`src/qdl_pkg.sv`:
```
// shared constants of the quad converter load control
package qdl_pkg;
	// ************************************************************
	// word format and channel map
	// ************************************************************
	localparam int CHANNELS = 4;
	localparam int CODE_BITS = 8;
	localparam int WORD_BITS = 12;
	localparam int POS_ALL_OFF = 11;
	localparam int POS_SEL_OFF = 10;
	localparam int POS_ADDR_HI = 9;
	localparam int POS_ADDR_LO = 8;
	localparam int POS_DATA_TOP = 7;
	localparam logic [1:0] CH_A = 2'h0;
	localparam logic [1:0] CH_B = 2'h1;
	localparam logic [1:0] CH_C = 2'h2;
	localparam logic [1:0] CH_D = 2'h3;
	// ************************************************************
	// reset values
	// ************************************************************
	localparam logic [7:0] CODE_ZERO = 8'h00;
	localparam logic [11:0] SHIFT_RESET = 12'h000;
	localparam logic [3:0] OFF_RESET = 4'h0;
	// pin sampler reset image, bit order as in the top-level pin vector
	localparam int PIN_COUNT = 18;
	// idle levels: select, write, load and clear high, all else low
	localparam logic [17:0] PIN_RESET = 18'h00039;
endpackage
```
`src/qdl_channel_reg.sv`:
```
// one channel: input register and converter register
`timescale 1ns/1ns
`default_nettype none
module qdl_channel_reg #(
	parameter int CODE_BITS = 8
) (
	input wire logic clk, // system clock
	input wire logic resetn, // synchronous reset, active low
	input wire logic zeroAll, // clear both levels, active high
	input wire logic loadAll, // converter follows input, active high
	input wire logic writeEn, // input register takes writeData
	input wire logic [CODE_BITS-1:0] writeData, // new code
	output logic [CODE_BITS-1:0] inputCode, // input register
	output logic [CODE_BITS-1:0] convCode // converter register
);
	logic [CODE_BITS-1:0] nxt_inputCode;

	// next input value, clear has priority over a write
	always_comb
	begin
		nxt_inputCode = inputCode;
		if (zeroAll)
			nxt_inputCode = qdl_pkg::CODE_ZERO;
		else if (writeEn)
			nxt_inputCode = writeData;
	end

	// input register
	always_ff @(posedge clk)
	begin
		if (!resetn)
			inputCode <= qdl_pkg::CODE_ZERO;
		else
			inputCode <= nxt_inputCode;
	end

	// converter register, transparent while load is held
	always_ff @(posedge clk)
	begin
		if (!resetn)
			convCode <= qdl_pkg::CODE_ZERO;
		else if (zeroAll)
			convCode <= qdl_pkg::CODE_ZERO;
		else if (loadAll)
			convCode <= nxt_inputCode;
	end
endmodule // qdl_channel_reg
`default_nettype wire

```
`src/qdl_load_control.sv`:
```
// load control of a four-channel 8-bit converter, serial and parallel
`timescale 1ns/1ns
`default_nettype none
module qdl_load_control (
	input wire logic clk, // system clock, 50 MHz
	input wire logic resetn, // synchronous reset, active low
	input wire logic parallelMode, // 1 selects the parallel front end
	input wire logic chipSelectN, // serial chip select, active low
	input wire logic shiftClock, // serial shift clock
	input wire logic serialInOrFloatOff, // serial data pin
	input wire logic writeN, // parallel write strobe, active low
	input wire logic [7:0] busBits, // parallel data, bit 7 on top
	input wire logic channelSelectHi, // parallel address bit 1
	input wire logic channelSelectLoOrFloatOff, // parallel address bit 0
	input wire logic floatPowerDown, // float detect flag, active high
	input wire logic loadAllN, // load strobe, active low
	input wire logic zeroAllN, // clear, active low
	output logic [7:0] channelOutputA, // converter code channel A
	output logic [7:0] channelOutputB, // converter code channel B
	output logic [7:0] channelOutputC, // converter code channel C
	output logic [7:0] channelOutputD, // converter code channel D
	output logic [3:0] channelOutputOpen, // 1 = channel output open
	output logic [3:0] commandOff, // commanded power down per channel
	output logic [11:0] shiftWord // serial shift register contents
);
	// ************************************************************
	// pin sampling
	// ************************************************************
	logic [qdl_pkg::PIN_COUNT-1:0] pinRaw;
	logic [qdl_pkg::PIN_COUNT-1:0] pinLvl;
	logic modeLvl;
	logic csnLvl;
	logic sclkLvl;
	logic sdiLvl;
	logic wrnLvl;
	logic [7:0] busLvl;
	logic addrHiLvl;
	logic addrLoLvl;
	logic floatLvl;
	logic ldacnLvl;
	logic clrnLvl;

	// pin vector order matches the reset image in the package
	assign pinRaw = {modeLvlPin(parallelMode), floatPowerDown,
		channelSelectHi, channelSelectLoOrFloatOff, busBits,
		zeroAllN, loadAllN, writeN, serialInOrFloatOff,
		shiftClock, chipSelectN};

	// identity helper keeping the vector readable
	function automatic logic modeLvlPin(input logic v);
		modeLvlPin = v;
	endfunction

	qdl_pin_sync #(
		.WIDTH(qdl_pkg::PIN_COUNT),
		.RESET_VAL(qdl_pkg::PIN_RESET)
	) u_pins (
		.clk(clk),
		.resetn(resetn),
		.pinIn(pinRaw),
		.pinLevel(pinLvl)
	);

	// unpack the filtered levels
	assign csnLvl = pinLvl[0];
	assign sclkLvl = pinLvl[1];
	assign sdiLvl = pinLvl[2];
	assign wrnLvl = pinLvl[3];
	assign ldacnLvl = pinLvl[4];
	assign clrnLvl = pinLvl[5];
	assign busLvl = pinLvl[13:6];
	assign addrLoLvl = pinLvl[14];
	assign addrHiLvl = pinLvl[15];
	assign floatLvl = pinLvl[16];
	assign modeLvl = pinLvl[17];

	// ************************************************************
	// edge detection on filtered levels
	// ************************************************************
	logic sclkPrev_ff;
	logic csnPrev_ff;
	logic sclkRise;
	logic csnRise;

	always_ff @(posedge clk)
	begin
		if (!resetn)
		begin
			sclkPrev_ff <= 1'b0;
			csnPrev_ff <= 1'b1;
		end
		else
		begin
			sclkPrev_ff <= sclkLvl;
			csnPrev_ff <= csnLvl;
		end
	end

	assign sclkRise = sclkLvl & ~sclkPrev_ff;
	assign csnRise = csnLvl & ~csnPrev_ff & ~modeLvl;

	// ************************************************************
	// serial shift register
	// ************************************************************
	logic [11:0] shift_ff;
	logic [11:0] nxt_shift;

	// shift top bit first; older bits fall off the top
	always_comb
	begin
		nxt_shift = shift_ff;
		if (!modeLvl && !csnLvl && sclkRise)
			nxt_shift = {shift_ff[10:0], sdiLvl};
	end

	// the clear pin does not reach this register
	always_ff @(posedge clk)
	begin
		if (!resetn)
			shift_ff <= qdl_pkg::SHIFT_RESET;
		else
			shift_ff <= nxt_shift;
	end

	assign shiftWord = shift_ff;

	// ************************************************************
	// word decode
	// ************************************************************
	logic [1:0] serAddr;
	logic [7:0] serData;
	logic serAllOff;
	logic serSelOff;

	// only the last twelve bits are looked at
	assign serAllOff = shift_ff[qdl_pkg::POS_ALL_OFF];
	assign serSelOff = shift_ff[qdl_pkg::POS_SEL_OFF];
	assign serAddr = {shift_ff[qdl_pkg::POS_ADDR_HI],
		shift_ff[qdl_pkg::POS_ADDR_LO]};
	assign serData = shift_ff[qdl_pkg::POS_DATA_TOP:0];

	// ************************************************************
	// write selection for both front ends
	// ************************************************************
	logic [1:0] wrAddr;
	logic [7:0] wrData;
	logic wrAny;
	logic [3:0] wrSel;

	// parallel writes are held off while the float detect flag is high
	always_comb
	begin
		wrAddr = serAddr;
		wrData = serData;
		wrAny = csnRise;
		if (modeLvl)
		begin
			wrAddr = {addrHiLvl, addrLoLvl};
			wrData = busLvl;
			wrAny = ~wrnLvl & ~floatLvl;
		end
	end

	// address decode, 00 selects A up to 11 for D
	always_comb
	begin
		wrSel = 4'h0;
		case (wrAddr)
			qdl_pkg::CH_A: wrSel = 4'h1;
			qdl_pkg::CH_B: wrSel = 4'h2;
			qdl_pkg::CH_C: wrSel = 4'h4;
			qdl_pkg::CH_D: wrSel = 4'h8;
			default: wrSel = 4'h0;
		endcase
		if (!wrAny)
			wrSel = 4'h0;
	end

	// ************************************************************
	// channel registers
	// ************************************************************
	logic [7:0] convCode [qdl_pkg::CHANNELS];

	genvar ch;
	generate
		for (ch = 0; ch < qdl_pkg::CHANNELS; ch++)
		begin : g_chan
			qdl_channel_reg #(
				.CODE_BITS(qdl_pkg::CODE_BITS)
			) u_chan (
				.clk(clk),
				.resetn(resetn),
				.zeroAll(~clrnLvl),
				.loadAll(~ldacnLvl),
				.writeEn(wrSel[ch]),
				.writeData(wrData),
				.inputCode(),
				.convCode(convCode[ch])
			);
		end
	endgenerate

	// converter codes stay put through any power down
	assign channelOutputA = convCode[0];
	assign channelOutputB = convCode[1];
	assign channelOutputC = convCode[2];
	assign channelOutputD = convCode[3];

	// ************************************************************
	// commanded power down
	// ************************************************************
	logic [3:0] off_ff;
	logic [3:0] nxt_off;

	// each accepted word sets the whole power-down pattern anew
	always_comb
	begin
		nxt_off = off_ff;
		if (csnRise)
		begin
			if (!serAllOff)
				nxt_off = 4'hf;
			else if (!serSelOff)
				nxt_off = wrSel;
			else
				nxt_off = qdl_pkg::OFF_RESET;
		end
	end

	always_ff @(posedge clk)
	begin
		if (!resetn)
			off_ff <= qdl_pkg::OFF_RESET;
		else
			off_ff <= nxt_off;
	end

	assign commandOff = off_ff;

	// ************************************************************
	// output drive state
	// ************************************************************
	logic [3:0] open_ff;

	// floating pin opens all outputs, command bits open some
	always_ff @(posedge clk)
	begin
		if (!resetn)
			open_ff <= qdl_pkg::OFF_RESET;
		else
			open_ff <= off_ff | {4{floatLvl}};
	end

	assign channelOutputOpen = open_ff;
endmodule // qdl_load_control
`default_nettype wire

```
`src/qdl_pin_sync.sv`:
```
// three-stage pin sampler with agreement filter
`timescale 1ns/1ns
`default_nettype none
module qdl_pin_sync #(
	parameter int WIDTH = 1,
	parameter logic [WIDTH-1:0] RESET_VAL = '0
) (
	input wire logic clk, // system clock
	input wire logic resetn, // synchronous reset, active low
	input wire logic [WIDTH-1:0] pinIn, // raw pins from outside
	output logic [WIDTH-1:0] pinLevel // filtered level
);
	logic [WIDTH-1:0] stage1_ff;
	logic [WIDTH-1:0] stage2_ff;
	logic [WIDTH-1:0] stage3_ff;

	// ************************************************************
	// sampling chain, first stage feeds only the second
	// ************************************************************
	always_ff @(posedge clk)
	begin
		if (!resetn)
		begin
			stage1_ff <= RESET_VAL;
			stage2_ff <= RESET_VAL;
			stage3_ff <= RESET_VAL;
		end
		else
		begin
			stage1_ff <= pinIn;
			stage2_ff <= stage1_ff;
			stage3_ff <= stage2_ff;
		end
	end

	// a bit changes only once stages two and three agree
	always_ff @(posedge clk)
	begin
		if (!resetn)
			pinLevel <= RESET_VAL;
		else
			for (int i = 0; i < WIDTH; i++)
				if (stage2_ff[i] == stage3_ff[i])
					pinLevel[i] <= stage3_ff[i];
	end
endmodule // qdl_pin_sync
`default_nettype wire

```
`config.mk`:
```
export PLATFORM = sky130hd
export DESIGN_NAME = qdl_load_control
export DESIGN_NICKNAME = d
export VERILOG_FILES = /design/src/qdl_pkg.sv /design/src/qdl_channel_reg.sv /design/src/qdl_load_control.sv /design/src/qdl_pin_sync.sv
export SDC_FILE = /design/constraint.sdc
export NUM_CORES = 1
export LEC_CHECK = 0
export BUFFER_PORTS_ARGS = -buffer_cell sky130_fd_sc_hd__buf_2
export CAP_MARGIN = 40
export CORE_MARGIN = 1.5
export CORE_UTILIZATION = 60
export DETAILED_ROUTE_END_ITERATION = 7
export PLACE_DENSITY = 0.82
export SLEW_MARGIN = 20
export SYNTH_ARGS = -nofsm -noshare
export SYNTH_HDL_FRONTEND = slang
export SYNTH_SLANG_ARGS = --single-unit
```
`constraint.sdc`:
```
create_clock -name clk -period 2.6 [get_ports clk]
set_clock_uncertainty 0.05 [all_clocks]
set_input_delay 0.26 -clock clk [delete_from_list [all_inputs] [get_ports clk]]
set_output_delay 0.26 -clock clk [all_outputs]
set_load 0.01 [all_outputs]
```
==> results of run 1 <==
[critical path: stages (launching register included)]
cell                       delay, ps
sky130_fd_sc_hd__dfxtp_1         530
sky130_fd_sc_hd__and4bb_2        340
sky130_fd_sc_hd__o21ai_4         630
sky130_fd_sc_hd__mux2i_1         290
[power breakdown]
group / internal, uW / total (uW) / leakage [uW] / switching (uW)
logic: 59.1 / 116 / 0.00151 / 57.2
clock network: 1430 / 2380 / 0.000279 / 955
registers: 2460 / 2470 / 0.00128 / 13.6
[layout by cell type, fill, tap and decap left out, types with 5 or more instances in the layout]
| cell | n |
|---|---|
| sky130_fd_sc_hd__and2_1 | 44 |
| sky130_fd_sc_hd__nand2b_1 | 13 |
| sky130_fd_sc_hd__mux2_2 | 8 |
| sky130_fd_sc_hd__mux2i_1 | 64 |
| sky130_fd_sc_hd__clkbuf_16 | 16 |
| sky130_fd_sc_hd__a21boi_1 | 19 |
| sky130_fd_sc_hd__a22oi_1 | 64 |
| sky130_fd_sc_hd__dfxtp_1 | 158 |
| sky130_fd_sc_hd__nand2_1 | 78 |
| sky130_fd_sc_hd__a21boi_0 | 7 |
| sky130_fd_sc_hd__o21ai_0 | 19 |
| sky130_fd_sc_hd__buf_4 | 5 |
| sky130_fd_sc_hd__dlygate4sd3_1 | 18 |
| sky130_fd_sc_hd__buf_2 | 71 |
[layer usage]
layer  wire length [um]  up-vias  share of wire  GRT usage
li1                   -     2115              -          -
met1               5290     2057           0.43      0.295
met2               6210      115           0.50      0.435
met3                540       23          0.044     0.0642
met4                258        0          0.021      0.109
met5                  0        -              0          0
[cells by family after synthesis]
group	count (synthesis)	share of synthesized area
simple gates	148	0.134
flops	158	0.543
compound gates	132	0.161
mux	74	0.130
buf+inv	39	0.0320
[through the flow]
step           worst slack, ps  total power, uW  instances  utilization  area (um^2)
2_1_floorplan             1080             2590        551            -         5830
3_3_place_gp               672             2610        718        0.666         6210
3_5_place_dp               715             2620        721        0.673         6280
4_1_cts                    682             5000        771        0.755         7040
5_1_grt                    582             5130        771        0.755         7040
6_report                   654             4970        771        0.755         7040
[repair_timing]
item	in CTS	in global routing
resized for setup	0	0
endpoints found under the hold margin	18	0
hold buffers	18	0
[sequential cells by signal, summed over array words and instances (netlist names)]
name                     count
u_pins.stage2_ff            18
commandOff                   4
g_chan.u_chan.convCode      32
u_pins.stage3_ff            18
g_chan.u_chan.inputCode     32
shiftWord                   12
sclkPrev_ff                  1
u_pins.pinLevel             18
channelOutputOpen            4
u_pins.stage1_ff            18
csnPrev_ff                   1
[worst paths after layout]
kind                                        to  depth (start not counted)
setup / recovery  g_chan[1].u_chan.convCode[3]                          3
setup reg to reg  g_chan[1].u_chan.convCode[3]                          3
hold reg to reg            u_pins.stage2_ff[3]                          1
hold / removal             u_pins.stage3_ff[5]                          3
[layout make-up]
cell class	count	area, um^2
multi-input cells	354	2490
inverters	1	3.75
fillers	632	2290
well taps	129	161
clock inverters	11	133
repair buffers	97	643
clock buffers	21	449
flip-flops and latches	158	3160
==> metrics.txt, run 1 <==
# TYPE chip_impl_metric gauge
chip_impl_info{name="outcome",value="finished, final reports clean"} 1
chip_impl_metric{name="final-hold-violation-count",unit=""} 0
chip_impl_metric{name="maxCapViolations",unit=""} 0
chip_impl_info{name="hold_class",value="in -> reg"} 1
chip_impl_info{name="r2r_start",value="u_pins.pinLevel[17]"} 1
chip_impl_metric{name="initial_antenna_violation_count",unit=""} 0
chip_impl_metric{name="yosys_warnings",unit=""} 0
chip_impl_metric{name="drtAntennaViolNets",unit=""} 0
chip_impl_metric{name="all_layer_global_routing_usage",unit=""} 0.252
chip_impl_info{name="timing_worst_setup_path_type",value="reg -> reg"} 1
chip_impl_metric{name="floorplan.die.height",unit="um"} 102
chip_impl_metric{name="dieArea",unit="mm^2"} 0.0103
chip_impl_metric{name="yosysUniqueCellTypes",unit=""} 33
chip_impl_metric{name="grt_overflow",unit=""} 0
chip_impl_metric{name="layout.nets",unit=""} 649
chip_impl_metric{name="rows",unit=""} 35
chip_impl_metric{name="max-slew-margin-rel",unit=""} 0.492
chip_impl_info{name="min_from",value="resetn"} 1
chip_impl_metric{name="globalplace.congestion",unit=""} 0.828
chip_impl_info{name="post_synth_most_frequent_cells",value="sky130_fd_sc_hd__dfxtp_1 (158), sky130_fd_sc_hd__nand2_1 (78), sky130_fd_sc_hd__a22oi_1 (64), sky130_fd_sc_hd__mux2i_1 (64), sky130_fd_sc_hd__and2_1 (44)"} 1
chip_impl_metric{name="i_o_pin_count",unit=""} 72
chip_impl_metric{name="core_area",unit="mm^2"} 0.00933
chip_impl_info{name="tritoncts",value="done"} 1
chip_impl_metric{name="final_min_period_over_clock_period",unit=""} 0.748
chip_impl_info{name="dominantRegCellSynth",value="sky130_fd_sc_hd__dfxtp_1"} 1
chip_impl_info{name="yosysTopAreaCell",value="sky130_fd_sc_hd__dfxtp_1"} 1
chip_impl_metric{name="viasPerCell",unit=""} 5.59
chip_impl_info{name="clock-root-buffer",value="sky130_fd_sc_hd__clkbuf_8"} 1
chip_impl_metric{name="grt_pass1_vias",unit=""} 4181
chip_impl_metric{name="cts_buffer_depth",unit=""} 2
chip_impl_metric{name="detail_route.first_pass.iterations",unit=""} 5
chip_impl_metric{name="postSynthRegisterBits",unit=""} 158
chip_impl_metric{name="critical_path_required",unit="ps"} 2980
chip_impl_metric{name="layout_min_cycle_time",unit="ps"} 1950
chip_impl_metric{name="synth_edf_count",unit=""} 0
chip_impl_metric{name="syn-cell-area",unit="mm^2"} 0.00583
chip_impl_metric{name="numCtsBuffers",unit=""} 17
chip_impl_metric{name="clock_tree.htree_level_count",unit=""} 4
chip_impl_metric{name="timing_worst_slew_pin_value",unit="ps"} 759
chip_impl_metric{name="drc",unit=""} 0
chip_impl_metric{name="drt-wirelength-per-cell",unit="um"} 16.0
chip_impl_metric{name="post_route_cells_drive_above_1_share",unit=""} 0.202
chip_impl_info{name="synth_top_area_cells",value="sky130_fd_sc_hd__dfxtp_1 (54%), sky130_fd_sc_hd__mux2i_1 (11%), sky130_fd_sc_hd__a22oi_1 (8.2%)"} 1
chip_impl_metric{name="cellPowerDensity",unit="mW/mm^2"} 706
chip_impl_metric{name="die_width",unit="um"} 102
chip_impl_metric{name="worst_skew_pair.late_latency",unit="ps"} 520
chip_impl_metric{name="post-synth-top-area-fraction",unit=""} 0.543
chip_impl_metric{name="syn_inst",unit=""} 551
chip_impl_metric{name="pin_count_of_the_biggest_net_entering_global_routing",unit=""} 95
chip_impl_metric{name="clkSlewWorstSetupHoldPaths",unit="ps"} 60
chip_impl_metric{name="post-dp-hpwl",unit="um"} 7660
chip_impl_metric{name="initialDrtViolationCount",unit=""} 184
chip_impl_info{name="beginning_of_the_critical_path",value="u_pins.pinLevel[17]"} 1
chip_impl_info{name="rsz0062_at_grt",value="no"} 1
chip_impl_metric{name="tritoncts_num_sinks",unit=""} 158
chip_impl_metric{name="antenna_cells",unit=""} 0
chip_impl_info{name="critical_path.endpoint_type",value="flop"} 1
chip_impl_metric{name="max-vdd-ir-drop",unit="mV"} 0.574
chip_impl_metric{name="area_growth",unit="%"} 20.8
chip_impl_metric{name="worst-endpoint-arrival",unit="ps"} 2320
chip_impl_metric{name="setup_tns",unit="ps"} 0
chip_impl_metric{name="path_max_fanout",unit=""} 16
chip_impl_metric{name="wirelength",unit="um"} 12300
chip_impl_metric{name="port_buffers",unit=""} 71
chip_impl_metric{name="setup_viol_count_final",unit=""} 0
chip_impl_metric{name="drv_slew",unit=""} 0
chip_impl_info{name="synth_most_common_cell",value="sky130_fd_sc_hd__dfxtp_1"} 1
chip_impl_metric{name="ff2ff_setup_slack",unit="ps"} 650
chip_impl_metric{name="initial_core_util",unit=""} 0.625
chip_impl_metric{name="dr_total_vias",unit=""} 4310
chip_impl_metric{name="synth.net_count",unit=""} 571
chip_impl_metric{name="static_leakage",unit="uW"} 0.00307
chip_impl_metric{name="final_hold_slack",unit="ps"} 325
chip_impl_metric{name="synth-seq-area-share",unit=""} 0.543
chip_impl_metric{name="post_cts.repair.setup_buffers",unit=""} 0
chip_impl_metric{name="post_synth.cell_area_avg",unit="um^2"} 10.6
chip_impl_info{name="timing.critical_path.from_type",value="flop"} 1
chip_impl_metric{name="grt_pass1_wl",unit="um"} 20000
chip_impl_metric{name="async_flop_share",unit=""} 0
chip_impl_metric{name="clock.fmax",unit="GHz"} 0.514
No activity file was read; power rests on OpenSTA's default activity.
==> inputs of run 2 (changes only) <==
CORE_UTILIZATION = 57   (was 60)
PLACE_DENSITY = 0.79   (was 0.82)
clock period = 1.9 ns   (was 2.6 ns; I/O delays follow)
==> metrics.txt, run 2 (same netlist as run 1, synthesis figures left out) <==
# TYPE chip_impl_metric gauge
chip_impl_metric{name="all_layer_global_routing_usage",unit=""} 0.227
chip_impl_metric{name="final_min_period_over_clock_period",unit=""} 0.943
chip_impl_metric{name="area_growth",unit="%"} 21.4
chip_impl_metric{name="setup_viol_count_final",unit=""} 0
chip_impl_info{name="timing_worst_setup_path_type",value="reg -> reg"} 1
chip_impl_metric{name="setup_tns",unit="ps"} 0
chip_impl_metric{name="max-vdd-ir-drop",unit="mV"} 0.594
chip_impl_metric{name="globalplace.congestion",unit=""} 0.720
chip_impl_metric{name="grt_pass1_vias",unit=""} 4092
chip_impl_info{name="rsz0062_at_grt",value="no"} 1
chip_impl_metric{name="drt-wirelength-per-cell",unit="um"} 15.0
chip_impl_metric{name="pin_count_of_the_biggest_net_entering_global_routing",unit=""} 95
chip_impl_metric{name="multiInputGateArea",unit="mm^2"} 0.00249
chip_impl_metric{name="detail_route.first_pass.iterations",unit=""} 5
chip_impl_metric{name="timing_worst_slew_pin_value",unit="ps"} 704
chip_impl_metric{name="final-hold-violation-count",unit=""} 0
chip_impl_info{name="outcome",value="finished, final reports clean"} 1
chip_impl_info{name="hold_class",value="in -> reg"} 1
chip_impl_info{name="critical_path.endpoint_type",value="flop"} 1
chip_impl_metric{name="drtAntennaViolNets",unit=""} 0
chip_impl_metric{name="post-dp-hpwl",unit="um"} 7380
chip_impl_metric{name="initialDrtViolationCount",unit=""} 156
chip_impl_metric{name="maxCapViolations",unit=""} 0
chip_impl_metric{name="i_o_pin_count",unit=""} 72
chip_impl_metric{name="layout_min_cycle_time",unit="ps"} 1790
chip_impl_metric{name="numCtsBuffers",unit=""} 17
chip_impl_metric{name="rows",unit=""} 36
chip_impl_info{name="layout_commonest_cell",value="sky130_fd_sc_hd__dfxtp_1"} 1
chip_impl_metric{name="core_area",unit="mm^2"} 0.00986
chip_impl_metric{name="dieArea",unit="mm^2"} 0.0108
chip_impl_info{name="tritoncts",value="done"} 1
chip_impl_metric{name="viasPerCell",unit=""} 5.47
chip_impl_info{name="largest_registers",value="g_chan.u_chan.convCode x32, g_chan.u_chan.inputCode x32"} 1
chip_impl_metric{name="antenna_cells",unit=""} 0
chip_impl_metric{name="grt_pass1_wl",unit="um"} 19500
chip_impl_metric{name="drv_slew",unit=""} 0
chip_impl_metric{name="n_fill_cell",unit=""} 709
chip_impl_metric{name="drc",unit=""} 0
chip_impl_metric{name="initial_core_util",unit=""} 0.591
chip_impl_metric{name="tritoncts_num_sinks",unit=""} 158
chip_impl_metric{name="clkSlewWorstSetupHoldPaths",unit="ps"} 60
chip_impl_metric{name="layout.nets",unit=""} 651
chip_impl_metric{name="floorplan.die.height",unit="um"} 104
chip_impl_metric{name="final_hold_slack",unit="ps"} 249
chip_impl_metric{name="cellPowerDensity",unit="mW/mm^2"} 970
chip_impl_metric{name="critical_path_required",unit="ps"} 2260
chip_impl_metric{name="max-slew-margin-rel",unit=""} 0.531
chip_impl_info{name="timing.critical_path.from_type",value="flop"} 1
chip_impl_metric{name="static_leakage",unit="uW"} 0.00308
chip_impl_metric{name="wirelength",unit="um"} 11600
chip_impl_metric{name="cts_buffer_depth",unit=""} 2
chip_impl_metric{name="initial_antenna_violation_count",unit=""} 0
chip_impl_metric{name="layout.area.seq",unit="mm^2"} 0.00316
chip_impl_metric{name="dr_total_vias",unit=""} 4245
chip_impl_metric{name="path_max_fanout",unit=""} 13
chip_impl_metric{name="grt_overflow",unit=""} 0
chip_impl_metric{name="worst_skew_pair.late_latency",unit="ps"} 520
chip_impl_metric{name="clock.fmax",unit="GHz"} 0.558
chip_impl_metric{name="worst-endpoint-arrival",unit="ps"} 2150
chip_impl_metric{name="clock_tree.htree_level_count",unit=""} 4
chip_impl_metric{name="cts_resized",unit=""} 0
chip_impl_metric{name="post_route_cells_drive_above_1_share",unit=""} 0.204
chip_impl_metric{name="die_width",unit="um"} 104
chip_impl_info{name="mostFrequentLayoutCells",value="sky130_fd_sc_hd__dfxtp_1 (158), sky130_fd_sc_hd__nand2_1 (78), sky130_fd_sc_hd__buf_2 (71)"} 1
chip_impl_metric{name="port_buffers",unit=""} 71
chip_impl_info{name="clock-root-buffer",value="sky130_fd_sc_hd__clkbuf_8"} 1
[run 2: cell type report]
cell class	instances	area share
Clock inverter	10	0.0196
Multi-Input combinational cell	354	0.352
Tap cell	133	0.0235
Inverter	1	0.000530
Timing Repair Buffer	99	0.0944
Clock buffer	21	0.0635
Sequential cell	158	0.447
[run 2: critical path: stages, from the launching register on]
cell and delay, ps:
sky130_fd_sc_hd__dfxtp_1 390, sky130_fd_sc_hd__buf_4 240, sky130_fd_sc_hd__or4b_1 740, sky130_fd_sc_hd__nand2_1 180, sky130_fd_sc_hd__a21boi_1 80
[run 2: stage by stage]
step | instance area (um^2) | cells | setup slack, ps | total power, uW | utilization
final | 7080 | 776 | 107 | 6870 | 0.718
after detailed placement | 6310 | 727 | 131 | 3580 | 0.640
after CTS | 7080 | 776 | 109 | 6910 | 0.718
after global placement | 6280 | 726 | 175 | 3570 | 0.637
after global routing | 7080 | 776 | 17.7 | 7100 | 0.718
after floorplan | 5830 | 551 | 381 | 3540 | -
[run 2: repair_timing]
action | 4_1_cts | 5_1_grt
hold buffers | 18 | 0
hold endpoints to repair | 18 | 0
setup endpoints to repair | 0 | 0
setup buffers | 0 | 0
[run 2: final timing paths]
kind | to | cells after the start | startpoint | slack, ps
worst max-delay path | shiftWord[1] | 4 | u_pins.pinLevel[17] | 110
worst min register to register | u_pins.stage2_ff[3] | 1 | u_pins.stage1_ff[3] | 360
worst max register to register | shiftWord[1] | 4 | u_pins.pinLevel[17] | 110
worst min-delay path | u_pins.stage3_ff[4] | 3 | resetn | 250
[run 2: power breakdown]
part	internal, uW	total [uW]	switching, uW
sequential	3360	3380	17.3
combinational	81.0	160	78.6
clock	2060	3330	1270
total	5500	6870	1370
[run 2: metal layers]
| metal | GRT usage | routed length, um |
|---|---|---|
| met3 | 0.0708 | 578 |
| met2 | 0.379 | 5770 |
| met4 | 0.107 | 251 |
| met1 | 0.265 | 5030 |
| met5 | 0 | 0 |
